$ cat src/include/fdc_status_params.svh
// Constants for the floppy status and track format block.
// Assumes inclusion by design and bench files by bare name.
`ifndef FDC_STATUS_PARAMS_SVH
`define FDC_STATUS_PARAMS_SVH

// ----------------------------------------------------------------------------
// Register selects
// ----------------------------------------------------------------------------
`define SEL_STATUS_CMD  2'h0
`define SEL_TRACK       2'h1
`define SEL_SECTOR      2'h2
`define SEL_DATA        2'h3

// ----------------------------------------------------------------------------
// Status bit positions
// ----------------------------------------------------------------------------
`define ST_NOT_READY    7
`define ST_BIT6         6
`define ST_BIT5         5
`define ST_BIT4         4
`define ST_BIT3         3
`define ST_BIT2         2
`define ST_BIT1         1
`define ST_BUSY         0

// ----------------------------------------------------------------------------
// Command codes (upper nibble) and reset values
// ----------------------------------------------------------------------------
`define CMD_FORCE_INT   4'hd
`define CMD_RD_ADDR     4'hc
`define CMD_RD_TRACK    4'he
`define CMD_WR_TRACK    4'hf
`define CMD_RESET_VAL   8'h03
`define REG_RESET_VAL   8'h00

// ----------------------------------------------------------------------------
// Track write control bytes and timing
// ----------------------------------------------------------------------------
`define BYTE_CRC        8'hf7
`define BYTE_SYNC_MFM   8'hf5
`define BYTE_SYNC_OUT   8'ha1
`define BYTE_ZERO       8'h00
`define CRC_PRESET      16'hffff
`define CRC_POLY        16'h1021
`define CLK_MHZ         25
`define BYTE_TIME_US    32
`define BYTE_CYCLES     (`BYTE_TIME_US * `CLK_MHZ)
`define FIFO_DEPTH      16
`define FIFO_WIDTH      8
`endif

$ cat src/include/fdc_status_pkg.sv
// Types for the floppy status and track format block.
// Assumes nothing beyond the params header.
package fdc_status_pkg;
    // Command class
    typedef enum logic [3:0] {
        CLS_POSITION = 4'h1,
        CLS_RD_SECT  = 4'h2,
        CLS_WR_SECT  = 4'h4,
        CLS_TRACK    = 4'h8
    } cmd_class_e;

    // Sequencer state
    typedef enum logic [3:0] {
        ST_IDLE  = 4'h1,
        ST_RUN   = 4'h2,
        ST_CRC_H = 4'h4,
        ST_CRC_L = 4'h8
    } seq_state_e;

    // Sticky error flags
    typedef struct packed {
        logic seek_err;
        logic record_missing_flag;
        logic crc_err;
        logic lost_data;
        logic mark_or_fault;
        logic protect;
    } err_flags_s;

    // Byte headed to the drive serialiser
    typedef struct packed {
        logic       valid;
        logic [7:0] data;
    } disk_byte_s;
endpackage

$ cat src/design/fdc_status.sv
// Status register and track write sequencer of a floppy controller.
// Assumes synchronous host strobes and drive inputs; one 25 MHz clock.
`include "fdc_status_params.svh"

// ----------------------------------------------------------------------------
// Byte FIFO
// ----------------------------------------------------------------------------
module fdc_byte_fifo #(
    parameter int WIDTH = `FIFO_WIDTH,
    parameter int DEPTH = `FIFO_DEPTH
) (
    // Clock and reset
    input  wire logic             clk_in,
    input  wire logic             rst_n_in,
    // Fill side
    input  wire logic             wr_valid_in,
    output logic                  wr_ready_out,
    input  wire logic [WIDTH-1:0] wr_data_in,
    // Drain side
    output logic                  rd_valid_out,
    input  wire logic             rd_ready_in,
    output logic [WIDTH-1:0]      rd_data_out
);
    localparam int AW = $clog2(DEPTH);
    logic [WIDTH-1:0] mem_reg [DEPTH];
    logic [AW-1:0]    wptr_reg, wptr_next, rptr_reg, rptr_next;
    logic [AW:0]      cnt_reg, cnt_next;
    logic             push, pop;

    // Honest full and empty
    assign wr_ready_out = (cnt_reg != (AW+1)'(DEPTH));
    assign rd_valid_out = (cnt_reg != '0);
    assign rd_data_out  = mem_reg[rptr_reg];
    assign push         = wr_valid_in && wr_ready_out;
    assign pop          = rd_valid_out && rd_ready_in;

    // Pointer and count update
    always_comb begin
        wptr_next = push ? wptr_reg + 1'b1 : wptr_reg;
        rptr_next = pop ? rptr_reg + 1'b1 : rptr_reg;
        cnt_next  = cnt_reg;
        if (push && !pop) begin
            cnt_next = cnt_reg + 1'b1;
        end else if (pop && !push) begin
            cnt_next = cnt_reg - 1'b1;
        end
    end

    // Pointers and count
    always_ff @(posedge clk_in or negedge rst_n_in) begin
        if (!rst_n_in) begin
            wptr_reg <= '0;
            rptr_reg <= '0;
            cnt_reg  <= '0;
        end else begin
            wptr_reg <= wptr_next;
            rptr_reg <= rptr_next;
            cnt_reg  <= cnt_next;
        end
    end

    // Array write, no reset needed
    always_ff @(posedge clk_in) begin
        if (push) begin
            mem_reg[wptr_reg] <= wr_data_in;
        end
    end
endmodule // fdc_byte_fifo

// ----------------------------------------------------------------------------
// Top
// ----------------------------------------------------------------------------
module fdc_status
    import fdc_status_pkg::*;
(
    // Clock and reset
    input  wire logic       CLK_SYS_IN,
    input  wire logic       RST_N_IN,
    input  wire logic       MASTER_RESET_N_IN,
    // Host register port
    input  wire logic       CS_N_IN,
    input  wire logic       RE_N_IN,
    input  wire logic       WE_N_IN,
    input  wire logic [1:0] ADDR_IN,
    input  wire logic [7:0] DATA_IN,
    output logic [7:0]      DATA_OUT,
    output logic            DATA_OE_OUT,
    output logic            DATA_REQUEST_FLAG_OUT,
    output logic            INTERRUPT_REQUEST_OUT,
    // Drive status lines
    input  wire logic       READY_IN,
    input  wire logic       WRITE_PROTECT_N_IN,
    input  wire logic       TRACK_ZERO_N_IN,
    input  wire logic       INDEX_PULSE_N_IN,
    input  wire logic       HEAD_ENGAGED_IN,
    input  wire logic       WRITE_FAULT_N_IN,
    input  wire logic       DOUBLE_DENSITY_IN,
    // Events from the read and seek logic
    input  wire logic       SEEK_ERROR_IN,
    input  wire logic       RECORD_MISSING_IN,
    input  wire logic       CRC_ERROR_IN,
    input  wire logic       DELETED_MARK_IN,
    input  wire logic       READ_BYTE_VALID_IN,
    input  wire logic [7:0] READ_BYTE_IN,
    input  wire logic       CMD_DONE_IN,
    // Drive write path
    output logic            HEAD_LOAD_OUT,
    output logic            DISK_BYTE_VALID_OUT,
    output logic [7:0]      DISK_BYTE_OUT,
    input  wire logic       DISK_BYTE_READY_IN
);
    // Host strobes
    logic       rd_stb, wr_stb, rd_stat_prev, wr_prev;
    logic       rd_now, wr_now, rd_edge, wr_edge;
    assign rd_now  = !CS_N_IN && !RE_N_IN;
    assign wr_now  = !CS_N_IN && !WE_N_IN;
    assign rd_edge = rd_now && !rd_stat_prev;
    assign wr_edge = wr_now && !wr_prev;
    assign rd_stb  = rd_edge;
    assign wr_stb  = wr_edge;

    // State registers
    seq_state_e  state_reg, state_next;
    cmd_class_e  cls_reg, cls_next;
    err_flags_s  err_reg, err_next;
    logic [3:0]  cmd_reg, cmd_next;
    logic [7:0]  track_reg, track_next, sector_reg, sector_next;
    logic [7:0]  data_reg, data_next, dout_reg, dout_next;
    logic        busy_reg, busy_next, drq_reg, drq_next, irq_reg, irq_next;
    logic        hld_reg, hld_next;
    logic [15:0] crc_reg, crc_next, lost_cnt_reg, lost_cnt_next;
    disk_byte_s  dbyte_reg, dbyte_next;
    logic [7:0]  status;

    // FIFO between host data writes and the drive byte stream
    logic       fifo_wr_ready, fifo_rd_valid, fifo_rd_ready;
    logic [7:0] fifo_rd_data;
    logic       data_wr, data_rd, fifo_push, wr_cls, wr_cmd;
    // Only write classes feed the drive; read track also has bit 5 set
    assign wr_cls    = cls_reg == CLS_WR_SECT
                       || (cls_reg == CLS_TRACK && cmd_reg == `CMD_WR_TRACK);
    assign wr_cmd    = DATA_IN[5] && DATA_IN[7:4] != `CMD_RD_TRACK;
    assign data_wr   = wr_stb && ADDR_IN == `SEL_DATA;
    assign data_rd   = rd_stb && ADDR_IN == `SEL_DATA;
    assign fifo_push = data_wr && busy_reg && wr_cls;

    fdc_byte_fifo #(.WIDTH(`FIFO_WIDTH), .DEPTH(`FIFO_DEPTH)) u_fifo (
        .clk_in      (CLK_SYS_IN),
        .rst_n_in    (RST_N_IN),
        .wr_valid_in (fifo_push),
        .wr_ready_out(fifo_wr_ready),
        .wr_data_in  (DATA_IN),
        .rd_valid_out(fifo_rd_valid),
        .rd_ready_in (fifo_rd_ready),
        .rd_data_out (fifo_rd_data)
    );
    // Sequencer drains only in run state when the drive slot is free
    assign fifo_rd_ready = state_reg == ST_RUN && !dbyte_reg.valid;

    // CCITT step over one byte
    function automatic logic [15:0] crc_byte(input logic [15:0] c, input logic [7:0] d);
        logic [15:0] r;
        r = c;
        for (int i = 7; i >= 0; i--) begin
            r = (r[15] ^ d[i]) ? ((r << 1) ^ `CRC_POLY) : (r << 1);
        end
        return r;
    endfunction

    // Status composition per command type
    always_comb begin
        status = 8'h00;
        status[`ST_NOT_READY] = !READY_IN || !MASTER_RESET_N_IN;
        status[`ST_BUSY]      = busy_reg;
        case (cls_reg)
            CLS_POSITION: begin
                status[`ST_BIT6] = !WRITE_PROTECT_N_IN;
                status[`ST_BIT5] = hld_reg && HEAD_ENGAGED_IN;
                status[`ST_BIT4] = err_reg.seek_err;
                status[`ST_BIT3] = err_reg.crc_err;
                status[`ST_BIT2] = !TRACK_ZERO_N_IN;
                status[`ST_BIT1] = !INDEX_PULSE_N_IN;
            end
            default: begin
                status[`ST_BIT6] = err_reg.protect;
                status[`ST_BIT5] = err_reg.mark_or_fault;
                status[`ST_BIT4] = err_reg.record_missing_flag;
                status[`ST_BIT3] = err_reg.crc_err;
                status[`ST_BIT2] = err_reg.lost_data;
                status[`ST_BIT1] = drq_reg;
                if (cls_reg == CLS_TRACK && cmd_reg == `CMD_RD_TRACK) begin
                    status[`ST_BIT6:`ST_BIT3] = 4'h0;
                end
                if (cls_reg == CLS_TRACK && cmd_reg == `CMD_WR_TRACK) begin
                    status[`ST_BIT4:`ST_BIT3] = 2'h0;
                end
                if (cls_reg == CLS_RD_SECT && cmd_reg == `CMD_RD_ADDR) begin
                    status[`ST_BIT6:`ST_BIT5] = 2'h0;
                end
            end
        endcase
    end

    // Command, flags and sequencer next state
    always_comb begin
        state_next    = state_reg;
        cls_next      = cls_reg;
        err_next      = err_reg;
        cmd_next      = cmd_reg;
        track_next    = track_reg;
        sector_next   = sector_reg;
        data_next     = data_reg;
        busy_next     = busy_reg;
        drq_next      = drq_reg;
        irq_next      = irq_reg;
        hld_next      = hld_reg;
        crc_next      = crc_reg;
        lost_cnt_next = lost_cnt_reg;
        dbyte_next    = dbyte_reg;
        dout_next     = dout_reg;
        if (dbyte_reg.valid && DISK_BYTE_READY_IN) begin
            dbyte_next.valid = 1'b0;
        end
        // Register reads
        if (rd_stb) begin
            case (ADDR_IN)
                `SEL_STATUS_CMD: dout_next = status;
                `SEL_TRACK:      dout_next = track_reg;
                `SEL_SECTOR:     dout_next = sector_reg;
                default:         dout_next = data_reg;
            endcase
        end
        // Data register access clears the request
        if (data_wr || data_rd) begin
            drq_next      = 1'b0;
            lost_cnt_next = 16'h0000;
        end
        if (data_wr) begin
            data_next = DATA_IN;
        end
        if (wr_stb && ADDR_IN == `SEL_TRACK) begin
            track_next = DATA_IN;
        end
        if (wr_stb && ADDR_IN == `SEL_SECTOR) begin
            sector_next = DATA_IN;
        end
        // Drive events set sticky flags
        if (busy_reg) begin
            if (SEEK_ERROR_IN) err_next.seek_err = 1'b1;
            if (RECORD_MISSING_IN) err_next.record_missing_flag = 1'b1;
            if (CRC_ERROR_IN) err_next.crc_err = 1'b1;
            if (cls_reg == CLS_RD_SECT && DELETED_MARK_IN) err_next.mark_or_fault = 1'b1;
            if (wr_cls && !WRITE_FAULT_N_IN) begin
                err_next.mark_or_fault = 1'b1;
            end
            if (cls_reg == CLS_RD_SECT && READ_BYTE_VALID_IN) begin
                data_next = READ_BYTE_IN;
                drq_next  = 1'b1;
            end
            // Lost data after one byte time unserviced
            if (drq_reg && cls_reg != CLS_POSITION) begin
                lost_cnt_next = lost_cnt_reg + 16'h0001;
                if (lost_cnt_reg == 16'(`BYTE_CYCLES)) begin
                    err_next.lost_data = 1'b1;
                    lost_cnt_next = 16'h0000;
                end
            end
            if (wr_cls && fifo_wr_ready && !fifo_push) begin
                drq_next = 1'b1;
            end
            if (CMD_DONE_IN) begin
                busy_next  = 1'b0;
                irq_next   = 1'b1;
                drq_next   = 1'b0;
                state_next = ST_IDLE;
            end
        end
        // Drive write sequencer, gaps of any length pass through
        case (state_reg)
            ST_IDLE: begin
            end
            ST_RUN: begin
                if (fifo_rd_valid && !dbyte_reg.valid) begin
                    if (fifo_rd_data == `BYTE_CRC) begin
                        state_next = ST_CRC_H;
                    end else if (fifo_rd_data == `BYTE_SYNC_MFM && DOUBLE_DENSITY_IN) begin
                        dbyte_next = '{valid: 1'b1, data: `BYTE_SYNC_OUT};
                        crc_next   = crc_byte(`CRC_PRESET, `BYTE_SYNC_OUT);
                    end else begin
                        dbyte_next = '{valid: 1'b1, data: fifo_rd_data};
                        crc_next   = crc_byte(crc_reg, fifo_rd_data);
                    end
                end
            end
            ST_CRC_H: begin
                if (!dbyte_reg.valid) begin
                    dbyte_next = '{valid: 1'b1, data: crc_reg[15:8]};
                    state_next = ST_CRC_L;
                end
            end
            ST_CRC_L: begin
                if (!dbyte_reg.valid) begin
                    dbyte_next = '{valid: 1'b1, data: crc_reg[7:0]};
                    state_next = ST_RUN;
                end
            end
            default: state_next = ST_IDLE;
        endcase
        // Command register write, last so it takes priority
        if (wr_stb && ADDR_IN == `SEL_STATUS_CMD) begin
            irq_next = 1'b0;
            if (DATA_IN[7:4] == `CMD_FORCE_INT) begin
                busy_next  = 1'b0;
                state_next = ST_IDLE;
                if (!busy_reg) begin
                    cls_next = CLS_POSITION;
                    err_next = '0;
                end
                if (DATA_IN[3]) irq_next = 1'b1;
            end else begin
                cmd_next      = DATA_IN[7:4];
                err_next      = '0;
                drq_next      = 1'b0;
                lost_cnt_next = 16'h0000;
                crc_next      = `CRC_PRESET;
                hld_next      = 1'b1;
                if (!DATA_IN[7]) begin
                    cls_next  = CLS_POSITION;
                    busy_next = 1'b1;
                end else begin
                    cls_next = DATA_IN[6] ? ((DATA_IN[5:4] == 2'h0) ? CLS_RD_SECT : CLS_TRACK)
                                          : (DATA_IN[5] ? CLS_WR_SECT : CLS_RD_SECT);
                    if (!READY_IN) begin
                        irq_next = 1'b1;
                    end else begin
                        busy_next = 1'b1;
                        if (wr_cmd && !WRITE_PROTECT_N_IN) begin
                            err_next.protect = 1'b1;
                            busy_next = 1'b0;
                            irq_next  = 1'b1;
                        end else if (wr_cmd) begin
                            state_next = ST_RUN;
                        end
                    end
                end
            end
        end
    end

    // Registers
    always_ff @(posedge CLK_SYS_IN or negedge RST_N_IN) begin
        if (!RST_N_IN) begin
            state_reg    <= ST_IDLE;
            cls_reg      <= CLS_POSITION;
            err_reg      <= '0;
            cmd_reg      <= 4'(`CMD_RESET_VAL >> 4);
            track_reg    <= `REG_RESET_VAL;
            sector_reg   <= `REG_RESET_VAL;
            data_reg     <= `REG_RESET_VAL;
            dout_reg     <= `REG_RESET_VAL;
            busy_reg     <= 1'b0;
            drq_reg      <= 1'b0;
            irq_reg      <= 1'b0;
            hld_reg      <= 1'b0;
            crc_reg      <= `CRC_PRESET;
            lost_cnt_reg <= 16'h0000;
            dbyte_reg    <= '0;
            rd_stat_prev <= 1'b0;
            wr_prev      <= 1'b0;
        end else if (!MASTER_RESET_N_IN) begin
            state_reg    <= ST_IDLE;
            busy_reg     <= 1'b0;
            drq_reg      <= 1'b0;
            irq_reg      <= 1'b0;
            err_reg      <= '0;
            dbyte_reg    <= '0;
            dout_reg     <= dout_next;
            rd_stat_prev <= rd_now;
            wr_prev      <= wr_now;
        end else begin
            state_reg    <= state_next;
            cls_reg      <= cls_next;
            err_reg      <= err_next;
            cmd_reg      <= cmd_next;
            track_reg    <= track_next;
            sector_reg   <= sector_next;
            data_reg     <= data_next;
            dout_reg     <= dout_next;
            busy_reg     <= busy_next;
            drq_reg      <= drq_next;
            irq_reg      <= irq_next;
            hld_reg      <= hld_next;
            crc_reg      <= crc_next;
            lost_cnt_reg <= lost_cnt_next;
            dbyte_reg    <= dbyte_next;
            rd_stat_prev <= rd_now;
            wr_prev      <= wr_now;
        end
    end

    // Outputs
    assign DATA_OUT              = dout_reg;
    assign DATA_OE_OUT           = rd_now;
    assign DATA_REQUEST_FLAG_OUT = drq_reg;
    assign INTERRUPT_REQUEST_OUT = irq_reg;
    assign HEAD_LOAD_OUT         = hld_reg;
    assign DISK_BYTE_VALID_OUT   = dbyte_reg.valid;
    assign DISK_BYTE_OUT         = dbyte_reg.data;
endmodule // fdc_status

$ cat config.mk
export PLATFORM = sky130hd
export DESIGN_NAME = fdc_status
export DESIGN_NICKNAME = d
export VERILOG_FILES = /design/src/include/fdc_status_pkg.sv /design/src/design/fdc_status.sv
export VERILOG_INCLUDE_DIRS = /design/src /design/src/include
export SDC_FILE = /design/constraint.sdc
export NUM_CORES = 1
export LEC_CHECK = 0
export ABC_AREA = 0
export ABC_CLOCK_PERIOD_IN_PS = 3700
export BUFFER_PORTS_ARGS = -buffer_cell sky130_fd_sc_hd__buf_2
export CORE_MARGIN = 5
export CORE_UTILIZATION = 40
export CTS_CLUSTER_DIAMETER = 200
export DETAILED_ROUTE_END_ITERATION = 6
export SLEW_MARGIN = 20
export SYNTH_ARGS = -nofsm -noshare
export SYNTH_HDL_FRONTEND = slang
export SYNTH_SLANG_ARGS = --single-unit
$ cat constraint.sdc
create_clock -name CLK_SYS_IN -period 3.7 [get_ports CLK_SYS_IN]
set_input_delay 0.185 -clock CLK_SYS_IN [delete_from_list [all_inputs] [get_ports CLK_SYS_IN]]
set_output_delay 0.185 -clock CLK_SYS_IN [all_outputs]
set_load 0.01 [all_outputs]
[Word-level counts from Yosys, hierarchy flattened]
Memories as Yosys holds them, arrays and structs flattened.
Cells that the tools add are included.
Storage, ports and cells
  bits in registers: 110
  RAM bits: 128
  output and inout port bits: 21
  word-level logic and storage cells: 239
  memories: 1
Memories
  u_fifo.mem_reg: depth 16, width 8, rd ports 1, clocked after Yosys merged registers in 0, write ports 1, RTL line fdc_status.sv:25  | logic [WIDTH-1:0] mem_reg [DEPTH];
Operators by class
  add/sub/neg operators: 5
  equality and inequality tests: 31
  mux-type cells: 99
  bitwise gates (word level): 17
  reduce and logical (&&, ||, !) cells: 60
Operator list (number)
  2-to-1 mux 16 bit: 12
  2-to-1 mux 13 bit: 8
  2-to-1 mux 4 bit: 19
  2-to-1 mux 9 bit: 5
  2-to-1 mux 1 bit: 37
  2-to-1 mux 8 bit: 4
  logical AND 1 bit: 31
  2-to-1 mux 6 bit: 5
  one-hot mux 9 bit (3 select lines): 1
  equality test 4 bit, second input constant: 6
  NOT 3 bit: 8
  one-hot mux 8 bit (3 select lines): 1
  adder 16 x 1 -> 16 bit, second input constant: 1
  equality test 16 x 10 -> 1 bit, second input constant: 1
  equality test 8 bit, second input constant: 2
  one-hot mux 4 bit (4 select lines): 1
  logical NOT 1 bit: 15
  2-to-1 mux 5 bit: 3
  != test 3 bit, second input constant: 4
  adder 4 x 1 -> 4 bit, second input constant: 2
  equality test 4 x 1 -> 1 bit, second input constant: 2
  equality test 4 x 2 -> 1 bit, second input constant: 2
  equality test 4 x 3 -> 1 bit, second input constant: 2
  != test 4 x 1 -> 1 bit, second input constant: 2
  21 further kinds: 38

[Longest topological paths before layout]
Gate-level depths: netlist (run 1).
An unclocked memory read counts as a cell.
  depth after elaboration: 23
  mapped depth: 14
  mapped depth without buffers: 14

[By module]
From an unflattened synthesis (run 1), not the netlist that was laid out.
Unflattened totals
  cells, all modules: 863
  area total of the unflattened synthesis: 11101.9 µm²
Modules (own cells, without submodules)
  fdc_byte_fifo: times used 1, cells an instance 318, area each 5770.5 µm², sequential area each 4169.0 µm²
  fdc_status: times used 1, cells an instance 545, area each 5331.4 µm², sequential area each 2449.8 µm²

[Worst setup path after synthesis (run 1)]
OpenSTA, ideal clock, no wires.
  kind: register to register
  from: register cls_reg[2]
  to: register u_fifo.cnt_reg[4]
  arrival time: 2660 ps
  slack: 915 ps
  stages on the path, launching flop included: 15
  path buffers: 0
  cell sequence: dfrtp_1 > nand4bb_1 > nor3_1 > o21ai_0 > a21oi_1 > nand2b_1 > inv_1 > ha_1 > inv_1 > fa_1 > a21o_1 > a21oi_1 > xnor2_1 > nor2_1 > xor2_1
On the way
  longest elaborated chain between the ends: 8
  elaborated cells between the ends (all ways): 11
  those cells by class: eq/ne (2); mux (1); reduce/logical (8)
RTL lines
  from (decl): RTL line fdc_status.sv:124  | cmd_class_e cls_reg, cls_next;
  from (signal assigned): RTL line fdc_status.sv:382  | cls_reg <= cls_next;
  equality test 4 bit: RTL line fdc_status.sv:141  | || (cls_reg == CLS_TRACK && cmd_reg == `CMD_WR_TRACK);
  logical AND 1 bit (no line)
  logical OR 1 bit (*): RTL line fdc_status.sv:140  | assign wr_cls = cls_reg == CLS_WR_SECT
  logical AND 1 bit (*): RTL line fdc_status.sv:145  | assign fifo_push = data_wr && busy_reg && wr_cls;
  logical AND 1 bit (*): RTL line fdc_status.sv:34  | assign push = wr_valid_in && wr_ready_out;
  net u_fifo.push: RTL line fdc_status.sv:28  | logic push, pop;
  logical NOT 1 bit: RTL line fdc_status.sv:44  | end else if (pop && !push) begin
  logical AND 1 bit: RTL line fdc_status.sv:44
  nonzero test 2 bit (no line)
  to (signal assigned): RTL line fdc_status.sv:58  | cnt_reg <= cnt_next;
  to (decl): RTL line fdc_status.sv:27  | logic [AW:0] cnt_reg, cnt_next;
Mark *: on every way through the listed nets, which the timed path passes. The rest lies on a longest branch.
A chain may end at the register's enable or synchronous reset.

[Worst setup path after layout (run 1)]
Ends and elaborated chain as after synthesis.

==> qor.yml, run 1 <==
global_route:
  grt_max_degree: 52
  antenna_found_initial: 0
  grt_pass1_wl_mm: 43.8
  grt_pass1_vias: 7545
  overflow: 0
  gr-usage-all-layers: 0.175
clock_tree:
  postCtsSetupRepairBufs: 0
  clock-root-buffer: "clkbuf_16"
  cts_htree_levels: 1
  cts_made_buffers: 27
  clk_latency_ns: 0.54
  clkTransAtPathRegs_ns: 0.06
  cts_resized: 0
  hold_buffers: 21
  clock_path_buffers: 3
  cts_tree: "built"
  cts.sinks: 238
sta:
  max_clock_freq_ghz: 0.324
  final_max_slew_viol_count: 0
  whs_ns: 0.0788
  hold_violations: 0
  fin_tns_setup_ns: 0
  worst_clock_skew_ns: 0.0140
  tightest_slew_ns: 1.11
  rsz0062_at_grt: "no"
  max_slew_margin: 0.254
  timing.final.crit_share: 0.835
  fin_crit_ns: 3.09
  setup_viol: 0
worst_setup_path:
  cp_cell_sequence: "nand4bb_1 -> nor3_1 -> o21ai_0 -> a21oi_1 -> nand2b_1 -> inv_1 -> ha_1 -> inv_1 -> fa_1 -> a21o_1 -> a21oi_1 -> xnor2_1 -> nor2_1 -> xor2_1"
  critPathBufInv: 2
  cp_top_family: "simple AND/OR/NAND/NOR gates"
  worstSetupEndpointType: "flip-flop"
  worstPathArrival_ns: 3.51
  slowest_delay_ns: 0.42
  slowest_stage: "dfrtp_1"
  startpoint_type: "flip-flop"
  crit_type: "reg -> reg"
  crit_path_max_fanout: 6
  required_ns: 4.12
logic_synthesis:
  seq_area_frac_synth: 0.581
  netlist.top_cell.by_area: "edfxtp_1"
  avgSynthCellArea_um2: 13.0
  synthArstFlopShare: 0.462
  synth_area_leaders: "edfxtp_1 (34%), dfrtp_1 (20%), mux2i_1 (4.2%)"
  syn-num-nets: 924
  ys_ff_latch: 238
  synth_edf_count: 128
  syn_inst: 874
  syn-cell-area_mm2: 0.0114
  synth_top_area_share: 0.338
  synth_flop_cell: "edfxtp_1"
  ys_types: 92
  yosys_warnings: 0
drt:
  initialDrtViolationCount: 556
  drcViolationCount: 0
  wl_per_cell_um: 20.2
  firstDrtPassIters: 5
  viasPerCell: 5.51
  routed_wl_mm: 27.9
  vias: 7603
  ant_nets: 0
finish:
  mostFrequentLayoutCells: "edfxtp_1 (128), dfrtp_1 (91), nand2_1 (59), buf_2 (57), nor2_1 (53)"
  nFillCells: 2487
  antenna_cells: 0
  regArea_mm2: 0.00662
  multiInputGateArea_mm2: 0.00445
  final_layout_size_suffix_gt1_frac: 0.239
  final_nets: 1032
  area_growth_pct: 16.8
  final_common_cell: "edfxtp_1"
  largest_register_ffs: 128
pwr:
  p_leak_nw: 5.01
  ir_worst_vdd_uv: 371
  power_density_mw_per_mm2: 480
die:
  die_h_um: 179
  start_util: 0.408
  ioPinCount: 59
  core_area_mm2: 0.0279
  die_w_um: 179
  dieArea_mm2: 0.0319
  rows: 61
placed_design:
  dp_hpwl_mm: 19.2
  gp_congestion: 0.865
  port_buffers: 58
outcome:
  status: "completed"
run:
  cap_violations: 0
min_path:
  hold_path.class: "in -> reg"
[cells in the mapped netlist, types with 8 or more instances]
library cell	instances
ha_1	11
o22ai_1	9
and2_1	12
nand2b_1	9
nor2b_1	9
dfstp_2	18
and3_1	8
a21oi_1	37
nor2_1	53
o21ai_0	37
mux2_2	34
clkbuf_1	21
dfrtp_1	92
nand3_1	18
nor4_1	11
edfxtp_1	128
mux4_2	17
o2bb2ai_1	13
nand2_1	59
a22oi_1	30
xnor2_1	19
mux2i_1	48
a211oi_1	13
inv_1	17
nor3b_1	12
a311oi_1	8
[cells by family (layout without fill, tap and decap cells)]
kind of cell	count (synthesis)	in the layout	synth area share
flops	238	238	0.581
simple gates	237	237	0.112
compound gates	189	189	0.115
mux	104	104	0.118
buf+inv	61	188	0.0285
xor+xnor	33	33	0.0312
fa+ha+maj	12	12	0.0138
[cell type report]
cell class	instances	share of cell area
clock buffer	32	0.0522
sequential	238	0.498
tap	378	0.0356
multi-input combinational	575	0.334
clock inverter	16	0.0116
timing repair buffer	120	0.0628
inverter	20	0.00564
[final timing paths]
path / start / end / slack [ns] / depth (start not counted)
max in group asynchronous: RST_N_IN / track_reg[7] / 2.58 / 3
setup / recovery: cls_reg[2] / u_fifo.cnt_reg[4] / 0.61 / 14
hold / removal: READY_IN / busy_reg / 0.08 / 5
hold reg to reg: DATA_OUT[5] / DATA_OUT[5] / 0.50 / 1
min in group asynchronous: RST_N_IN / lost_cnt_reg[0] / 0.22 / 2
setup reg to reg: cls_reg[2] / u_fifo.cnt_reg[4] / 0.61 / 14
[per-stage QoR]
stage	total power (W)	cells	utilization	worst slack (ns)	cell area (µm²)
3_5_place_dp	0.00385	1310	0.438	0.619	12200
6_report	0.00638	1379	0.476	0.609	13300
2_1_floorplan	0.00360	874	-	0.915	11400
4_1_cts	0.00645	1379	0.476	0.602	13300
5_1_grt	0.00663	1379	0.476	0.267	13300
3_3_place_gp	0.00384	1310	0.438	0.711	12200
[per-layer routing]
layer,part of all wire,GRT usage,vias up
met5,0,0,-
met4,0.016,0.0352,0
met3,0.047,0.0268,27
met2,0.47,0.282,185
met1,0.47,0.255,3844
li1,-,-,3547
[power breakdown]
group / switching [W] / internal [W] / leakage, nW
clock: 0.00108 / 0.00149 / 0.410
combinational: 0.000352 / 0.000360 / 2.09
sequential: 0.000120 / 0.00298 / 2.51
total: 0.00155 / 0.00483 / 5.01
[tightest hold or removal path, cell delays in order]
cell and delay [ns]:
buf_2 0.13, nand2_1 0.06, nand2_1 0.08, a32oi_1 0.06, nor2_1 0.08
Note: power is estimated with default switching activity, not from simulation.
==> run 2, diff against run 1 <==
--- a/config.mk
+++ b/config.mk
@@ -7,7 +7,7 @@
 export NUM_CORES = 1
 export LEC_CHECK = 0
 export ABC_AREA = 0
-export ABC_CLOCK_PERIOD_IN_PS = 3700
+export ABC_CLOCK_PERIOD_IN_PS = 2800
 export BUFFER_PORTS_ARGS = -buffer_cell sky130_fd_sc_hd__buf_2
 export CORE_MARGIN = 5
 export CORE_UTILIZATION = 40
==> constraint.sdc (replaced) <==
create_clock -name CLK_SYS_IN -period 2.8 [get_ports CLK_SYS_IN]
set_input_delay 0.14 -clock CLK_SYS_IN [delete_from_list [all_inputs] [get_ports CLK_SYS_IN]]
set_output_delay 0.14 -clock CLK_SYS_IN [all_outputs]
set_load 0.01 [all_outputs]
==> run 2 against run 1 <==
  * Non-clock buffer count up 53
  * Clock power up 37%
  * Combinational power grew 41%
  * Die area unchanged
  * Worst hold slack got worse by 0.051 ns
  * Global-route usage increased by 0.32 points
  * Critical path type unchanged
  * Largest power group unchanged
  * Highest routed layer unchanged
==> qor.yml, run 2 (synthesis results as in run 1) <==
outcome:
  status: "completed"
die:
  core_area_mm2: 0.0279
  dieArea_mm2: 0.0319
  die_h_um: 179
  die_w_um: 179
  start_util: 0.408
  ioPinCount: 59
  rows: 61
pwr:
  p_leak_nw: 5.32
  p_int_w: 0.00654
  swShare: 0.240
  switchingPower_w: 0.00206
  p_seq_frac: 0.477
  power_density_mw_per_mm2: 621
  comb_power_share: 0.116
  ir_worst_vdd_uv: 472
  pwr-share-clk: 0.407
sta:
  max_slew_margin: 0.597
  hold_violations: 0
  max_clock_freq_ghz: 0.372
  final_max_slew_viol_count: 0
  worst_clock_skew_ns: 0.0151
  whs_ns: 0.0281
  timing.final.crit_share: 0.960
  fin_crit_ns: 2.69
  tightest_slew_ns: 0.603
  setup_viol: 0
drt:
  drcViolationCount: 0
  routed_wl_mm: 28.8
  firstDrtPassIters: 5
  vias: 7851
  wl_per_cell_um: 20.1
  ant_nets: 0
  viasPerCell: 5.48
  initialDrtViolationCount: 577
clock_tree:
  clkTransAtPathRegs_ns: 0.06
  clk_latency_ns: 0.54
  cts_tree: "built"
  clock-root-buffer: "clkbuf_16"
  cts.sinks: 238
  cts_made_buffers: 26
  cts_htree_levels: 1
  clock_path_buffers: 3
worst_setup_path:
  slowest_stage: "dfrtp_2"
  required_ns: 3.22
  crit_path_max_fanout: 18
  slowest_delay_ns: 0.43
  worstSetupEndpointType: "flip-flop"
  worstPathArrival_ns: 3.11
  cp_cell_sequence: "buf_12 -> mux2_2 -> a221o_1 -> o22ai_1 -> a21oi_2 -> nand2_1 -> a21oi_4 -> buf_4 -> or3_1 -> a311oi_1"
  r2r_slack_ns: 0.11
  startpoint_type: "flip-flop"
  crit_type: "reg -> reg"
finish:
  mostFrequentLayoutCells: "edfxtp_1 (128), dfrtp_1 (90), buf_4 (87), nand2_1 (58), buf_2 (57)"
  final_layout_size_suffix_gt1_frac: 0.294
  final_nets: 1084
  utilization: 0.496
  antenna_cells: 0
  area_growth_pct: 21.7
  instances_no_fill: 1432
  largest_register_ffs: 128
  final_common_cell: "edfxtp_1"
  nFillCells: 2493
run:
  cap_violations: 0
global_route:
  antenna_found_initial: 0
  gr-usage-all-layers: 0.178
  overflow: 0
  grt_pass1_vias: 7750
  grt_pass1_wl_mm: 44.5
  grt_max_degree: 72
placed_design:
  dp_hpwl_mm: 19.5
  numPlacedInstances: 1351
  gp_congestion: 0.861
  port_buffers: 58
min_path:
  hold_path.class: "in -> reg"
## run 2: cell types whose count changed in the layout (fill, tap and decap cells not counted), sizes merged
cell         previous run  this run
buf                    99       149
dlygate4sd3            21        23
bufinv                  2         4
inv                    20        19
clkbuf                 32        31
clkinv                 11        13
clkinvlp                3         2
## run 2: layout make-up
cell class,instances,area (µm²),area share
repair buffers,173,1290,0.0930
clock inverters,18,208,0.0150
multi-input cells,575,4530,0.327
well taps,378,473,0.0341
flip-flops and latches,238,6620,0.478
inverters,20,75.1,0.00542
clock buffers,30,666,0.0480
## run 2: stage by stage
stage	power (W)	worst slack (ns)	area (µm²)	TNS [ns]
floorplan	0.00476	0.0147	11400	0
global placement	0.00510	0.0678	12600	0
detailed placement	0.00512	0.0327	12600	0
CTS	0.00864	0.00440	13700	0
global route	0.00894	-0.0526	13900	-0.0833
finish	0.00861	0.113	13900	0
## run 2: worst paths after layout
| path | start | end | depth (start not counted) |
|---|---|---|---|
| setup / recovery | u_fifo.rptr_reg[0] | DISK_BYTE_OUT[7] | 10 |
| hold / removal | DATA_IN[4] | cls_reg[1] | 4 |
| setup reg to reg | u_fifo.rptr_reg[0] | DISK_BYTE_OUT[7] | 10 |
| hold reg to reg | err_reg[3] | err_reg[3] | 2 |
| max in group asynchronous | RST_N_IN | crc_reg[3] | 3 |
| min in group asynchronous | RST_N_IN | lost_cnt_reg[15] | 2 |
## run 2: what timing repair did
item	in CTS	in global routing
resized for setup	0	23
hold buffers	23	0
endpoints found under the setup margin	0	28
hold endpoints to repair	58	0
buffers inserted	0	9
## run 2: critical path: cells and delay by family (launching register included)
| family | cells | cell delay, ns |
|---|---|---|
| AO/OA/AOI/OAI | 5 | 0.98 |
| AND/OR/NAND/NOR | 2 | 0.50 |
| flip-flops | 1 | 0.43 |
| buffers and inverters | 2 | 0.33 |
| multiplexers | 1 | 0.35 |
## run 2: routing by layer
metal / routed length (µm) / vias to the layer above / GRT usage
met5: 0 / - / 0
met3: 1380 / 37 / 0.0312
met4: 547 / 0 / 0.0368
li1: - / 3658 / -
met1: 13100 / 3989 / 0.256
met2: 13800 / 167 / 0.287
## run 2: power by group through the flow
stage / clock (W) / sequential (W) / combinational (W)
2_1_floorplan: 0 / 0.00414 / 0.000621
4_1_cts: 0.00357 / 0.00409 / 0.000983
3_5_place_dp: 0 / 0.00416 / 0.000955
3_3_place_gp: 0 / 0.00415 / 0.000948
5_1_grt: 0.00372 / 0.00413 / 0.00109
6_report: 0.00351 / 0.00410 / 0.00100
